File: src/msg_pkg.sv
/*
 * constants, types and helpers shared by the bus message handler, its checker and its test.
 * assumes a single 250 MHz clock domain and a byte-wide acceptor/source handshake
 * built elsewhere on that same clock.
 */
// Operation
// - only REN and IFC act as uniline inputs
// - REN low plus own listen address: remote
// - raise SRQ to ask for service
// - act on LLO and DCL under ATN
// - LLO locks out front panel controls; code blocks only the local key, remote key still acts
// - DCL returns settings to power-up
// - addressed commands only when own listener
// - SDC clears like DCL when addressed
// - GTL while addressed leaves remote mode
// - after SPE, talker sends status byte; code acts on SPE only while own listener
// - UNL puts listener into idle
// - UNT puts talker into idle
// - ATN-high bytes are data, not messages
// - listen only in remote; M0/GTL give local
// - talking allowed while still in local
// - address switches sampled at power-up only
// - address maps to talk/listen characters
// - command strings only while listener addressed
// - buffer chars, execute after both terminators
// - last output request picks next record
// - remote key held over 1 s: show address
// - first switch bit weighs 16, last 1
// - records end CR LF, EOI with LF
// - handshake lines belong to outside logic
package msg_pkg;

	// ==================================================================
	// interface message codes (ATN asserted)
	localparam logic [7:0] CMD_GTL     = 8'h01;
	localparam logic [7:0] CMD_SDC     = 8'h04;
	localparam logic [7:0] CMD_LLO     = 8'h11;
	localparam logic [7:0] CMD_DCL     = 8'h14;
	localparam logic [7:0] CMD_SPE     = 8'h18;
	localparam logic [7:0] CMD_SPD     = 8'h19;
	localparam logic [7:0] CMD_UNL     = 8'h3f;
	localparam logic [7:0] CMD_UNT     = 8'h5f;
	localparam logic [1:0] GRP_LISTEN  = 2'h1;    // bits 6:5 of a listen address
	localparam logic [1:0] GRP_TALK    = 2'h2;    // bits 6:5 of a talk address

	// ==================================================================
	// data characters
	localparam logic [7:0] CHAR_CR     = 8'h0d;
	localparam logic [7:0] CHAR_LF     = 8'h0a;
	localparam logic [7:0] CHAR_MODE   = 8'h4d;   // 'M'
	localparam logic [7:0] CHAR_REQ    = 8'h57;   // 'W'
	localparam logic [7:0] CHAR_0      = 8'h30;
	localparam logic [7:0] CHAR_1      = 8'h31;
	localparam logic [7:0] CHAR_2      = 8'h32;

	// ==================================================================
	// sizes, positions, reset values
	localparam int         ADDR_W      = 5;
	localparam int         BUF_DEPTH   = 16;
	localparam int         BUF_AW      = 4;
	localparam int         STB_RQS     = 6;       // request-service bit in status byte
	localparam logic [1:0] BOOT_LAST   = 2'h3;    // last startup count; switches are caught at the count before
	localparam logic [7:0] REQ_RESET   = 8'h00;   // no output request yet

	// ==================================================================
	// timing
	localparam int         CLK_HZ          = 250000000;
	localparam int         KEY_HOLD_MS     = 1000;
	localparam int         KEY_HOLD_CYCLES = CLK_HZ / 1000 * KEY_HOLD_MS;

	// ==================================================================
	// sequencer phases
	typedef enum logic [2:0] {
		ph_idle,    // waiting for data or a talk turn
		ph_exec,    // replaying buffered command characters
		ph_rec,     // forwarding a data record
		ph_cr,      // first terminator
		ph_lf,      // second terminator with end flag
		ph_poll     // serial poll status byte
	} phase_e;

	// address character for a given group
	function automatic logic [7:0] addr_char(input logic [1:0] grp,
		input logic [ADDR_W-1:0] a);
		return {1'b0, grp, a};
	endfunction

endpackage

File: src/gpib_device_message_handler.sv
/*
 * device-side message handler: addressing, remote/local/lockout state,
 * serial poll, command string buffering and record output framing.
 * assumes acceptor and source handshakes (DAV/NRFD/NDAC) live outside on clk,
 * deliver each received byte with its ATN state, and take bytes on tx_ready.
 */
`timescale 1ns/1ps
module gpib_device_message_handler
	import msg_pkg::*;
#(
	parameter int unsigned KEY_HOLD = KEY_HOLD_CYCLES
) (
	input  wire logic              clk,
	input  wire logic              reset_n,
	input  wire logic              ren_n,          // bus pin, low = remote enable
	input  wire logic              ifc_n,          // bus pin, low = interface clear
	input  wire logic [ADDR_W-1:0] addr_sw,        // switch pins, bit 4 is first switch
	input  wire logic              local_key,      // panel pin
	input  wire logic              remote_key,     // panel pin
	input  wire logic              rx_valid,       // byte accepted by handshake
	input  wire logic [7:0]        rx_data,
	input  wire logic              rx_atn,         // ATN was asserted with byte
	output logic                   rx_busy,        // hold off further bytes
	output logic                   tx_valid,
	output logic [7:0]             tx_data,
	output logic                   tx_eoi,
	input  wire logic              tx_ready,       // source takes byte this cycle
	output logic                   rec_req,        // pulse: record wanted
	output logic [7:0]             out_request,    // selects record
	output logic                   rec_ready,
	input  wire logic              rec_valid,
	input  wire logic [7:0]        rec_data,
	input  wire logic              rec_last,
	output logic                   exec_valid,     // pulse per executed char
	output logic [7:0]             exec_char,
	output logic                   exec_last,
	output logic                   dev_clear,      // pulse: back to power-up
	input  wire logic              service_req,
	input  wire logic [7:0]        status_in,
	output logic                   srq_o,          // open-drain pin value
	output logic                   srq_oe,
	output logic                   remote,
	output logic                   lockout,
	output logic                   listener,
	output logic                   talker,
	output logic                   show_addr,
	output logic [ADDR_W-1:0]      disp_addr
);

	// ==================================================================
	// synchronised pins
	logic [3:0]        pins_s;                  // ren, ifc, local, remote keys
	logic [ADDR_W-1:0] sw_s;                    // address switches
	logic              hold_s;                  // remote key held long

	sync2 #(.W(4)) u_pins (
		.clk     (clk),
		.reset_n (reset_n),
		.din     ({~ren_n, ~ifc_n, local_key, remote_key}),
		.dout    (pins_s)
	);

	sync2 #(.W(ADDR_W)) u_sw (
		.clk     (clk),
		.reset_n (reset_n),
		.din     (addr_sw),
		.dout    (sw_s)
	);

	hold_timer #(.CYCLES(KEY_HOLD)) u_hold (
		.clk     (clk),
		.reset_n (reset_n),
		.key     (pins_s[0]),
		.held    (hold_s)
	);

	wire ren_s  = pins_s[3];
	wire ifc_s  = pins_s[2];
	wire lkey_s = pins_s[1];
	wire rkey_s = pins_s[0];

	// ==================================================================
	// state registers
	logic [1:0]          boot_r;                 // startup cycles
	logic [ADDR_W-1:0]   my_addr_r;              // address caught once
	logic                lkey_d_r, rkey_d_r;     // key edge memory
	logic                remote_r, lockout_r;
	logic                listener_r, talker_r, spoll_r;
	logic                clear_r;
	phase_e              phase_r;
	logic [7:0]          buf_r [BUF_DEPTH];      // command characters
	logic [BUF_AW:0]     wr_r, rd_r;             // fill and replay index
	logic                got_cr_r;               // first terminator seen
	logic [7:0]          prev_r;                 // previous executed char
	logic [7:0]          req_r;                  // last output request
	logic                sent_r;                 // talk turn already served
	logic                tx_valid_r, tx_eoi_r, rec_ready_r, rec_req_r, last_r;
	logic [7:0]          tx_data_r;
	logic                exec_valid_r, exec_last_r;
	logic [7:0]          exec_char_r;
	logic                srq_oe_r, srq_o_r, show_r;

	// ==================================================================
	// message decode
	wire is_cmd    = rx_valid & rx_atn;
	wire is_data   = rx_valid & ~rx_atn;
	wire my_listen = is_cmd & (rx_data == addr_char(GRP_LISTEN, my_addr_r));
	wire my_talk   = is_cmd & (rx_data == addr_char(GRP_TALK, my_addr_r));
	wire oth_talk  = is_cmd & (rx_data[6:5] == GRP_TALK) & ~my_talk & (rx_data != CMD_UNT);
	wire cmd_unl   = is_cmd & (rx_data == CMD_UNL);
	wire cmd_unt   = is_cmd & (rx_data == CMD_UNT);
	wire cmd_llo   = is_cmd & (rx_data == CMD_LLO);
	wire cmd_dcl   = is_cmd & (rx_data == CMD_DCL);
	wire cmd_sdc   = is_cmd & listener_r & (rx_data == CMD_SDC);
	wire cmd_gtl   = is_cmd & listener_r & (rx_data == CMD_GTL);
	wire cmd_spe   = is_cmd & listener_r & (rx_data == CMD_SPE);
	wire cmd_spd   = is_cmd & (rx_data == CMD_SPD);
	wire do_clear  = cmd_dcl | cmd_sdc;

	// executed character effects
	wire [7:0] cur_ch  = buf_r[rd_r[BUF_AW-1:0]];
	wire       in_exec = (phase_r == ph_exec) & (rd_r != wr_r);
	wire       ex_m0   = in_exec & (prev_r == CHAR_MODE) & (cur_ch == CHAR_0);
	wire       ex_m1   = in_exec & (prev_r == CHAR_MODE) & (cur_ch == CHAR_1);
	wire       ex_m2   = in_exec & (prev_r == CHAR_MODE) & (cur_ch == CHAR_2);
	wire       ex_req  = in_exec & (prev_r == CHAR_REQ);

	// panel key edges
	wire lkey_hit = lkey_s & ~lkey_d_r & ~lockout_r;
	wire rkey_hit = rkey_s & ~rkey_d_r;

	// data may enter only as a remote listener with the sequencer free
	wire take_data = is_data & listener_r & remote_r & (phase_r == ph_idle);
	wire tx_taken  = tx_valid_r & tx_ready;
	wire [7:0] status_byte = {status_in[7], service_req, status_in[STB_RQS-1:0]};

	// ==================================================================
	// address capture at power-up only; switch moves later are ignored
	always_ff @(posedge clk or negedge reset_n) begin
		if (!reset_n) begin
			boot_r    <= '0;
			my_addr_r <= '0;
		end else if (boot_r != BOOT_LAST) begin
			boot_r <= boot_r + 1'b1;
			if (boot_r == BOOT_LAST - 2'h1)
				my_addr_r <= sw_s;
		end
	end

	// ==================================================================
	// addressing; IFC wins over any command in the same cycle
	always_ff @(posedge clk or negedge reset_n) begin
		if (!reset_n) begin
			listener_r <= 1'b0;
			talker_r   <= 1'b0;
			spoll_r    <= 1'b0;
		end else if (ifc_s) begin
			listener_r <= 1'b0;
			talker_r   <= 1'b0;
			spoll_r    <= 1'b0;
		end else begin
			if (my_listen)
				listener_r <= 1'b1;
			else if (cmd_unl | my_talk)
				listener_r <= 1'b0;
			if (my_talk)
				talker_r <= 1'b1;
			else if (cmd_unt | oth_talk | my_listen)
				talker_r <= 1'b0;
			if (cmd_spe)
				spoll_r <= 1'b1;
			else if (cmd_spd)
				spoll_r <= 1'b0;
		end
	end

	// ==================================================================
	// remote / local / lockout; releasing REN drops both
	always_ff @(posedge clk or negedge reset_n) begin
		if (!reset_n) begin
			remote_r  <= 1'b0;
			lockout_r <= 1'b0;
			lkey_d_r  <= 1'b0;
			rkey_d_r  <= 1'b0;
		end else begin
			lkey_d_r <= lkey_s;
			rkey_d_r <= rkey_s;
			if (!ren_s)
				remote_r <= 1'b0;
			else if (my_listen | ex_m1 | ex_m2 | rkey_hit)
				remote_r <= 1'b1;
			else if (cmd_gtl | ex_m0 | lkey_hit)
				remote_r <= 1'b0;
			if (!ren_s)
				lockout_r <= 1'b0;
			else if (cmd_llo | ex_m2)
				lockout_r <= 1'b1;
			else if (ex_m0)
				lockout_r <= 1'b0;
		end
	end

	// ==================================================================
	// command buffer, written by index
	always_ff @(posedge clk) begin
		if (take_data && rx_data != CHAR_CR && rx_data != CHAR_LF && !wr_r[BUF_AW])
			buf_r[wr_r[BUF_AW-1:0]] <= rx_data;
	end

	// ==================================================================
	// sequencer: command replay and talker output
	always_ff @(posedge clk or negedge reset_n) begin
		if (!reset_n) begin
			phase_r      <= ph_idle;
			wr_r         <= '0;
			rd_r         <= '0;
			got_cr_r     <= 1'b0;
			prev_r       <= 8'h00;
			req_r        <= REQ_RESET;
			sent_r       <= 1'b0;
			tx_valid_r   <= 1'b0;
			tx_data_r    <= 8'h00;
			tx_eoi_r     <= 1'b0;
			rec_ready_r  <= 1'b0;
			rec_req_r    <= 1'b0;
			last_r       <= 1'b0;
			exec_valid_r <= 1'b0;
			exec_char_r  <= 8'h00;
			exec_last_r  <= 1'b0;
		end else begin
			rec_req_r    <= 1'b0;
			exec_valid_r <= 1'b0;
			exec_last_r  <= 1'b0;
			if (!talker_r)
				sent_r <= 1'b0;                     // fresh talk turn next time
			if (do_clear) begin
				// a clear drops pending work and the output request
				phase_r     <= ph_idle;
				wr_r        <= '0;
				rd_r        <= '0;
				got_cr_r    <= 1'b0;
				req_r       <= REQ_RESET;
				tx_valid_r  <= 1'b0;
				rec_ready_r <= 1'b0;
			end else begin
				unique case (phase_r)
					ph_idle: begin
						if (take_data) begin
							if (rx_data == CHAR_LF && got_cr_r) begin
								phase_r  <= ph_exec;
								rd_r     <= '0;
								prev_r   <= 8'h00;
								got_cr_r <= 1'b0;
							end else if (rx_data == CHAR_CR) begin
								got_cr_r <= 1'b1;
							end else begin
								// stray LF or ordinary char; overflow is dropped
								got_cr_r <= 1'b0;
								if (rx_data != CHAR_LF && !wr_r[BUF_AW])
									wr_r <= wr_r + 1'b1;
							end
						end else if (talker_r && !sent_r) begin
							if (spoll_r) begin
								phase_r    <= ph_poll;
								tx_data_r  <= status_byte;
								tx_eoi_r   <= 1'b0;
								tx_valid_r <= 1'b1;
							end else begin
								phase_r     <= ph_rec;
								rec_req_r   <= 1'b1;
								rec_ready_r <= 1'b1;
							end
						end
					end
					ph_exec: begin
						if (rd_r == wr_r) begin
							phase_r <= ph_idle;
							wr_r    <= '0;
						end else begin
							exec_valid_r <= 1'b1;
							exec_char_r  <= cur_ch;
							exec_last_r  <= (rd_r + 1'b1 == wr_r);
							prev_r       <= cur_ch;
							rd_r         <= rd_r + 1'b1;
							if (ex_req)
								req_r <= cur_ch;
						end
					end
					ph_rec: begin
						if (!talker_r) begin
							phase_r     <= ph_idle;     // addressing withdrawn
							tx_valid_r  <= 1'b0;
							rec_ready_r <= 1'b0;
						end else if (tx_taken) begin
							tx_valid_r  <= 1'b0;
							rec_ready_r <= !last_r;
							if (last_r)
								phase_r <= ph_cr;
						end else if (rec_ready_r && rec_valid) begin
							tx_data_r   <= rec_data;
							tx_eoi_r    <= 1'b0;
							tx_valid_r  <= 1'b1;
							rec_ready_r <= 1'b0;
							last_r      <= rec_last;
						end
					end
					ph_cr, ph_lf: begin
						if (!talker_r) begin
							phase_r    <= ph_idle;
							tx_valid_r <= 1'b0;
						end else if (tx_taken) begin
							tx_valid_r <= 1'b0;
							if (phase_r == ph_lf) begin
								phase_r <= ph_idle;
								sent_r  <= 1'b1;
							end else
								phase_r <= ph_lf;
						end else if (!tx_valid_r) begin
							tx_data_r  <= (phase_r == ph_cr) ? CHAR_CR : CHAR_LF;
							tx_eoi_r   <= (phase_r == ph_lf);
							tx_valid_r <= 1'b1;
						end
					end
					ph_poll: begin
						if (tx_taken || !talker_r) begin
							phase_r    <= ph_idle;
							tx_valid_r <= 1'b0;
							sent_r     <= tx_taken;
						end
					end
					default: phase_r <= ph_idle;
				endcase
			end
		end
	end

	// ==================================================================
	// service request pin, clear pulse, address display
	always_ff @(posedge clk or negedge reset_n) begin
		if (!reset_n) begin
			srq_oe_r <= 1'b0;
			srq_o_r  <= 1'b0;
			clear_r  <= 1'b0;
			show_r   <= 1'b0;
		end else begin
			srq_oe_r <= service_req;
			srq_o_r  <= 1'b0;                       // open drain only pulls low
			clear_r  <= do_clear;
			show_r   <= hold_s;
		end
	end

	// ==================================================================
	// outputs straight from flops, except rx_busy which is decoded from phase_r
	assign rx_busy     = (phase_r != ph_idle);
	assign tx_valid    = tx_valid_r;
	assign tx_data     = tx_data_r;
	assign tx_eoi      = tx_eoi_r;
	assign rec_req     = rec_req_r;
	assign out_request = req_r;
	assign rec_ready   = rec_ready_r;
	assign exec_valid  = exec_valid_r;
	assign exec_char   = exec_char_r;
	assign exec_last   = exec_last_r;
	assign dev_clear   = clear_r;
	assign srq_o       = srq_o_r;
	assign srq_oe      = srq_oe_r;
	assign remote      = remote_r;
	assign lockout     = lockout_r;
	assign listener    = listener_r;
	assign talker      = talker_r;
	assign show_addr   = show_r;
	assign disp_addr   = my_addr_r;

endmodule // gpib_device_message_handler

File: src/sync2.sv
/*
 * two-stage synchroniser for a group of independent level inputs.
 * assumes each bit is a slow level; multi-bit words are not kept coherent.
 */
`timescale 1ns/1ps
module sync2 #(
	parameter int W = 1
) (
	input  wire logic         clk,
	input  wire logic         reset_n,
	input  wire logic [W-1:0] din,
	output logic      [W-1:0] dout
);

	// ==================================================================
	// one pair of flops per bit; first stage feeds only the second
	genvar i;
	generate
		for (i = 0; i < W; i++) begin : g_bit
			logic meta_r;    // first stage, read by second only
			logic sync_r;    // settled copy
			always_ff @(posedge clk or negedge reset_n) begin
				if (!reset_n) begin
					meta_r <= 1'b0;
					sync_r <= 1'b0;
				end else begin
					meta_r <= din[i];
					sync_r <= meta_r;
				end
			end
			assign dout[i] = sync_r;
		end
	endgenerate

endmodule // sync2

File: src/hold_timer.sv
/*
 * measures how long a key has been held and flags when it passes a limit.
 * assumes the key level is already synchronised and active high.
 */
`timescale 1ns/1ps
module hold_timer #(
	parameter int unsigned CYCLES = 1000
) (
	input  wire logic clk,
	input  wire logic reset_n,
	input  wire logic key,
	output logic      held
);

	localparam int CW = $clog2(CYCLES + 2);

	logic [CW-1:0] cnt_r;     // saturating hold count
	logic          held_r;    // limit passed

	wire  at_top = (cnt_r > CW'(CYCLES));    // strictly longer than the limit

	// ==================================================================
	// count while pressed, restart on release
	always_ff @(posedge clk or negedge reset_n) begin
		if (!reset_n) begin
			cnt_r  <= '0;
			held_r <= 1'b0;
		end else begin
			if (!key)
				cnt_r <= '0;
			else if (!at_top)
				cnt_r <= cnt_r + 1'b1;
			held_r <= key & at_top;
		end
	end

	assign held = held_r;

endmodule // hold_timer

File: config.mk
export PLATFORM = sky130hd
export DESIGN_NAME = gpib_device_message_handler
export DESIGN_NICKNAME = d
export VERILOG_FILES = /design/src/msg_pkg.sv /design/src/gpib_device_message_handler.sv /design/src/sync2.sv /design/src/hold_timer.sv
export SDC_FILE = /design/constraint.sdc
export NUM_CORES = 1
export LEC_CHECK = 0
export BUFFER_PORTS_ARGS = -buffer_cell sky130_fd_sc_hd__buf_2
export CAP_MARGIN = 20
export CORE_ASPECT_RATIO = 0.6
export CORE_MARGIN = 1.5
export CORE_UTILIZATION = 30
export DETAILED_ROUTE_END_ITERATION = 8
export GPL_TIMING_DRIVEN = 0
export HOLD_SLACK_MARGIN = 0.03
export PLACE_DENSITY_LB_ADDON = 0.3
export SLEW_MARGIN = 10
export SYNTH_ARGS = -nofsm -noshare
export SYNTH_HDL_FRONTEND = slang
export SYNTH_SLANG_ARGS = --single-unit
File: constraint.sdc
create_clock -name clk -period 3.55 [get_ports clk]
set_input_delay 0.71 -clock clk [delete_from_list [all_inputs] [get_ports clk]]
set_output_delay 0.71 -clock clk [all_outputs]
set_load 0.03 [all_outputs]
==> results.rst <==
.. list-table::
   :header-rows: 1

   * - Metric
     - Value
   * - Data required time of the worst path
     - 3950 ps
   * - Y dimension of the die
     - approximately 150 um
   * - Number of hold violations in the final report
     - 0
   * - # placed instances
     - 1352
   * - Clock net sink count
     - ~250
   * - DRT Wirelength
     - 26500 um
   * - Warnings, synthesis
     - 0
   * - Max-cap violations
     - 0
   * - Hold Crit Class
     - in2async
   * - Asr flop ratio synth
     - 48.0%
   * - Vias in the first global route
     - 6618
   * - Fin. max-slew vios
     - 0
   * - Antenna violations before repair
     - 0
   * - Fraction of synthesized cell area taken by the top area cell type
     - 36.4%
   * - Floorplan row count
     - 53
   * - Final HPWL from detailed placement
     - about 18000 um
   * - Share of the yosys chip area belonging to registers
     - 64.3%
   * - Cell count after synthesis
     - approximately 800
   * - First-pass GRT wire length
     - roughly 41000 um
   * - Source-to-sink clock delay at the later pin of the worst-skew pair
     - 540 ps
   * - Startpoint kind of the worst setup timing path
     - register
   * - Number of standard cells in the layout, taps in and fillers out
     - ~1400
   * - P per Cell Area
     - 504 nW/um2
   * - Synthesized flop and latch total
     - 246
   * - H-Tree Depth
     - 1
   * - Setup bufs post-CTS
     - 0
   * - Total global-route track usage
     - 14.6%
   * - Detailed router's first-iteration violation count
     - 746
   * - Final count of negative-setup-slack endpoints
     - 0
   * - Critical setup path kind
     - reg2reg
   * - Final cycle utilization of the critical path
     - 91.0%
   * - Count of buffers inserted at the top-level ports
     - 82
   * - Final Core Density
     - roughly 36%
   * - Most instantiated cells after synthesis
     - edfxtp_1, dfrtp_1, nand2_1
   * - Area of the mapped netlist
     - about 11000 um2
   * - Router iterations before antenna repair
     - 5
   * - RSZ-0062 raised after global routing
     - false
   * - Area added between synthesis and finish
     - 17.8%
   * - Mean routed wirelength per cell
     - 19.0 um
   * - Total congestion overflow after global routing
     - 0
   * - Rel. slew slack
     - a little over two fifths
   * - Die W
     - about 250 um
   * - Number of top-level pins
     - 85
   * - # diodes
     - 0
   * - Distinct cells, synth
     - 60
   * - Fraction of final layout cells sized beyond drive strength 1
     - 20.5%
   * - CTS Buf Count
     - 24
   * - Antenna Violating Nets Remaining
     - 0
   * - Synth Area per Inst
     - ~13 um2
   * - Upper clock frequency limit
     - 310 MHz
   * - Effective utilization at floorplan
     - 30.3%
   * - Nets
     - 961
   * - Most used DFF post-synth
     - edfxtp_1
   * - Largest cells by area after synthesis
     - edfxtp_1, dfrtp_1, mux4_2
   * - Largest fanout on the critical path
     - 10
   * - Peak supply drop
     - 381 uV
   * - Cell type contributing the most total cell area after synthesis
     - edfxtp_1
   * - Number of flops mapped to enable cells by yosys
     - about 130
   * - Outcome
     - complete, no violations
   * - Period minus WS final
     - ~3200 ps
   * - Data arrival time of the critical path
     - 3630 ps
   * - Core region area
     - 34900 um2
   * - Kind of end point of the critical path
     - register
   * - Clock tree skew after final layout
     - 19.7 ps
   * - Final weighted congestion in routability-driven placement
     - 0.824
   * - Number of buffers on the longest clock path
     - 3
   * - Synthesized net count
     - 852
   * - CTS root buffer
     - clkbuf_16
   * - Maximum number of pins on one net before global-route repair
     - 82
   * - Floorplan die area
     - 36400 um2
   * - Leakage power figure
     - 0.00473 uW
   * - Transition at the pin with the smallest max-transition slack
     - 864 ps
   * - Clock tree from TritonCTS
     - done
   * - Most frequent cell after synthesis
     - edfxtp_1
   * - Clock input transition at the sequential cells of the worst setup and hold paths
     - 70 ps
   * - Via count of the routed design
     - 6883
   * - Per-cell via count in the routed design
     - 4.93
   * - # DRC
     - 0
cell type report:
| cell class | count | area (um2) |
|---|---|---|
| inverter | 22 | 82.6 |
| clock inverter | 8 | 57.6 |
| buffer | 35 | 159 |
| clock buffer | 35 | 754 |
| timing repair buffer | 83 | 444 |
| fill | 3420 | 22400 |
| tap | 467 | 584 |
| multi-input combinational | 499 | 3570 |
| sequential | 246 | 6800 |
worst paths after layout:
| kind | slack (ps) | endpoint | startpoint | cells after the start |
|---|---|---|---|---|
| setup / recovery | 320 | lockout$_DFFE_PN0P_ | rd_r[0]$_DFFE_PN0P_ | 9 |
| setup reg to reg | 320 | lockout$_DFFE_PN0P_ | rd_r[0]$_DFFE_PN0P_ | 9 |
| min in group clk | 290 | u_sw.g_bit[3].meta_r$_DFF_PN0_ | addr_sw[3] | 1 |
| hold reg to reg | 350 | u_sw.g_bit[0].sync_r$_DFF_PN0_ | u_sw.g_bit[0].meta_r$_DFF_PN0_ | 0 |
| max in group asynchronous | 2720 | u_sw.g_bit[0].meta_r$_DFF_PN0_ | reset_n | 2 |
| hold / removal | 70 | exec_char[4]$_DFFE_PN0P_ | reset_n | 1 |
cell families after synthesis:
family	share of synthesized area (%)
adders and majority gates	1.07
buffers and inverters	2.23
muxes	9.61
AOI/OAI and AO/OA	7.87
other	0.0355
xor gates and xnor gates	1.99
and+or+nand+nor	12.9
DFF	64.3
state kept, by name, indices dropped and copies added (netlist names), 8 cells and up:
register and count:
exec_char 8, u_hold.cnt_r 28, out_request 8, buf_r 128, prev_r 8, tx_data 8
worst max-delay path, cell delays in order (launching register included):
cell      delay (ps)
dfrtp_1          350
buf_2            340
buf_4            360
mux4_2           550
a22oi_1          370
nand2_1          240
and3_1           250
nand4b_1         170
mux2i_1          330
a21boi_0         130
stage by stage:
stage	hold slack (ps)	setup TNS, ps	worst slack [ps]	total power [uW]	area [um2]
floorplan	331	0	759	3500	10600
global placement	334	-18660	-563	3700	11600
detailed placement	335	-3990	-166	3720	11600
CTS	71.6	0	37.7	6340	12400
global route	83.4	0	26.3	6510	12400
finish	67.8	0	321	6280	12400
power breakdown:
group	leakage [uW]	total, uW	switching (uW)	internal (uW)
clock	0.000406	2620	1130	1490
combinational	0.00162	508	358	150
sequential	0.00270	3150	57.9	3090
total	0.00473	6280	1550	4730
routing by layer:
metal  routed length [um]  vias to the layer above  global-route usage [%]
met5                    0                        -                       0
met4                  358                        0                    2.52
met3                 2000                       30                    3.45
met2                10700                      200                    19.7
met1                13400                     3428                    23.6
li1                     -                     3225                       -
timing repair:
| action | CTS | global route |
|---|---|---|
| endpoints found under the setup margin | 0 | 2 |
| hold buffers | 0 | 0 |
| resized for setup | 0 | 11 |
cells in the final DEF (no fill, tap or decap), drive strengths merged, types with 9 or more instances in the layout:
cell type and count:
a22o 10, nand2 93, o21ai 33, nand3 20, buf 93, nor2 54
clkbuf 60, a22oi 16, inv 21, a21oi 36, o31ai 10, edfxtp 128
nor3 22, dfrtp 118, mux2 10, mux4 33, nand2b 10, mux2i 16
nor4 12, xnor2 16, ha 9
Note: power is estimated with default switching activity, not from simulation.
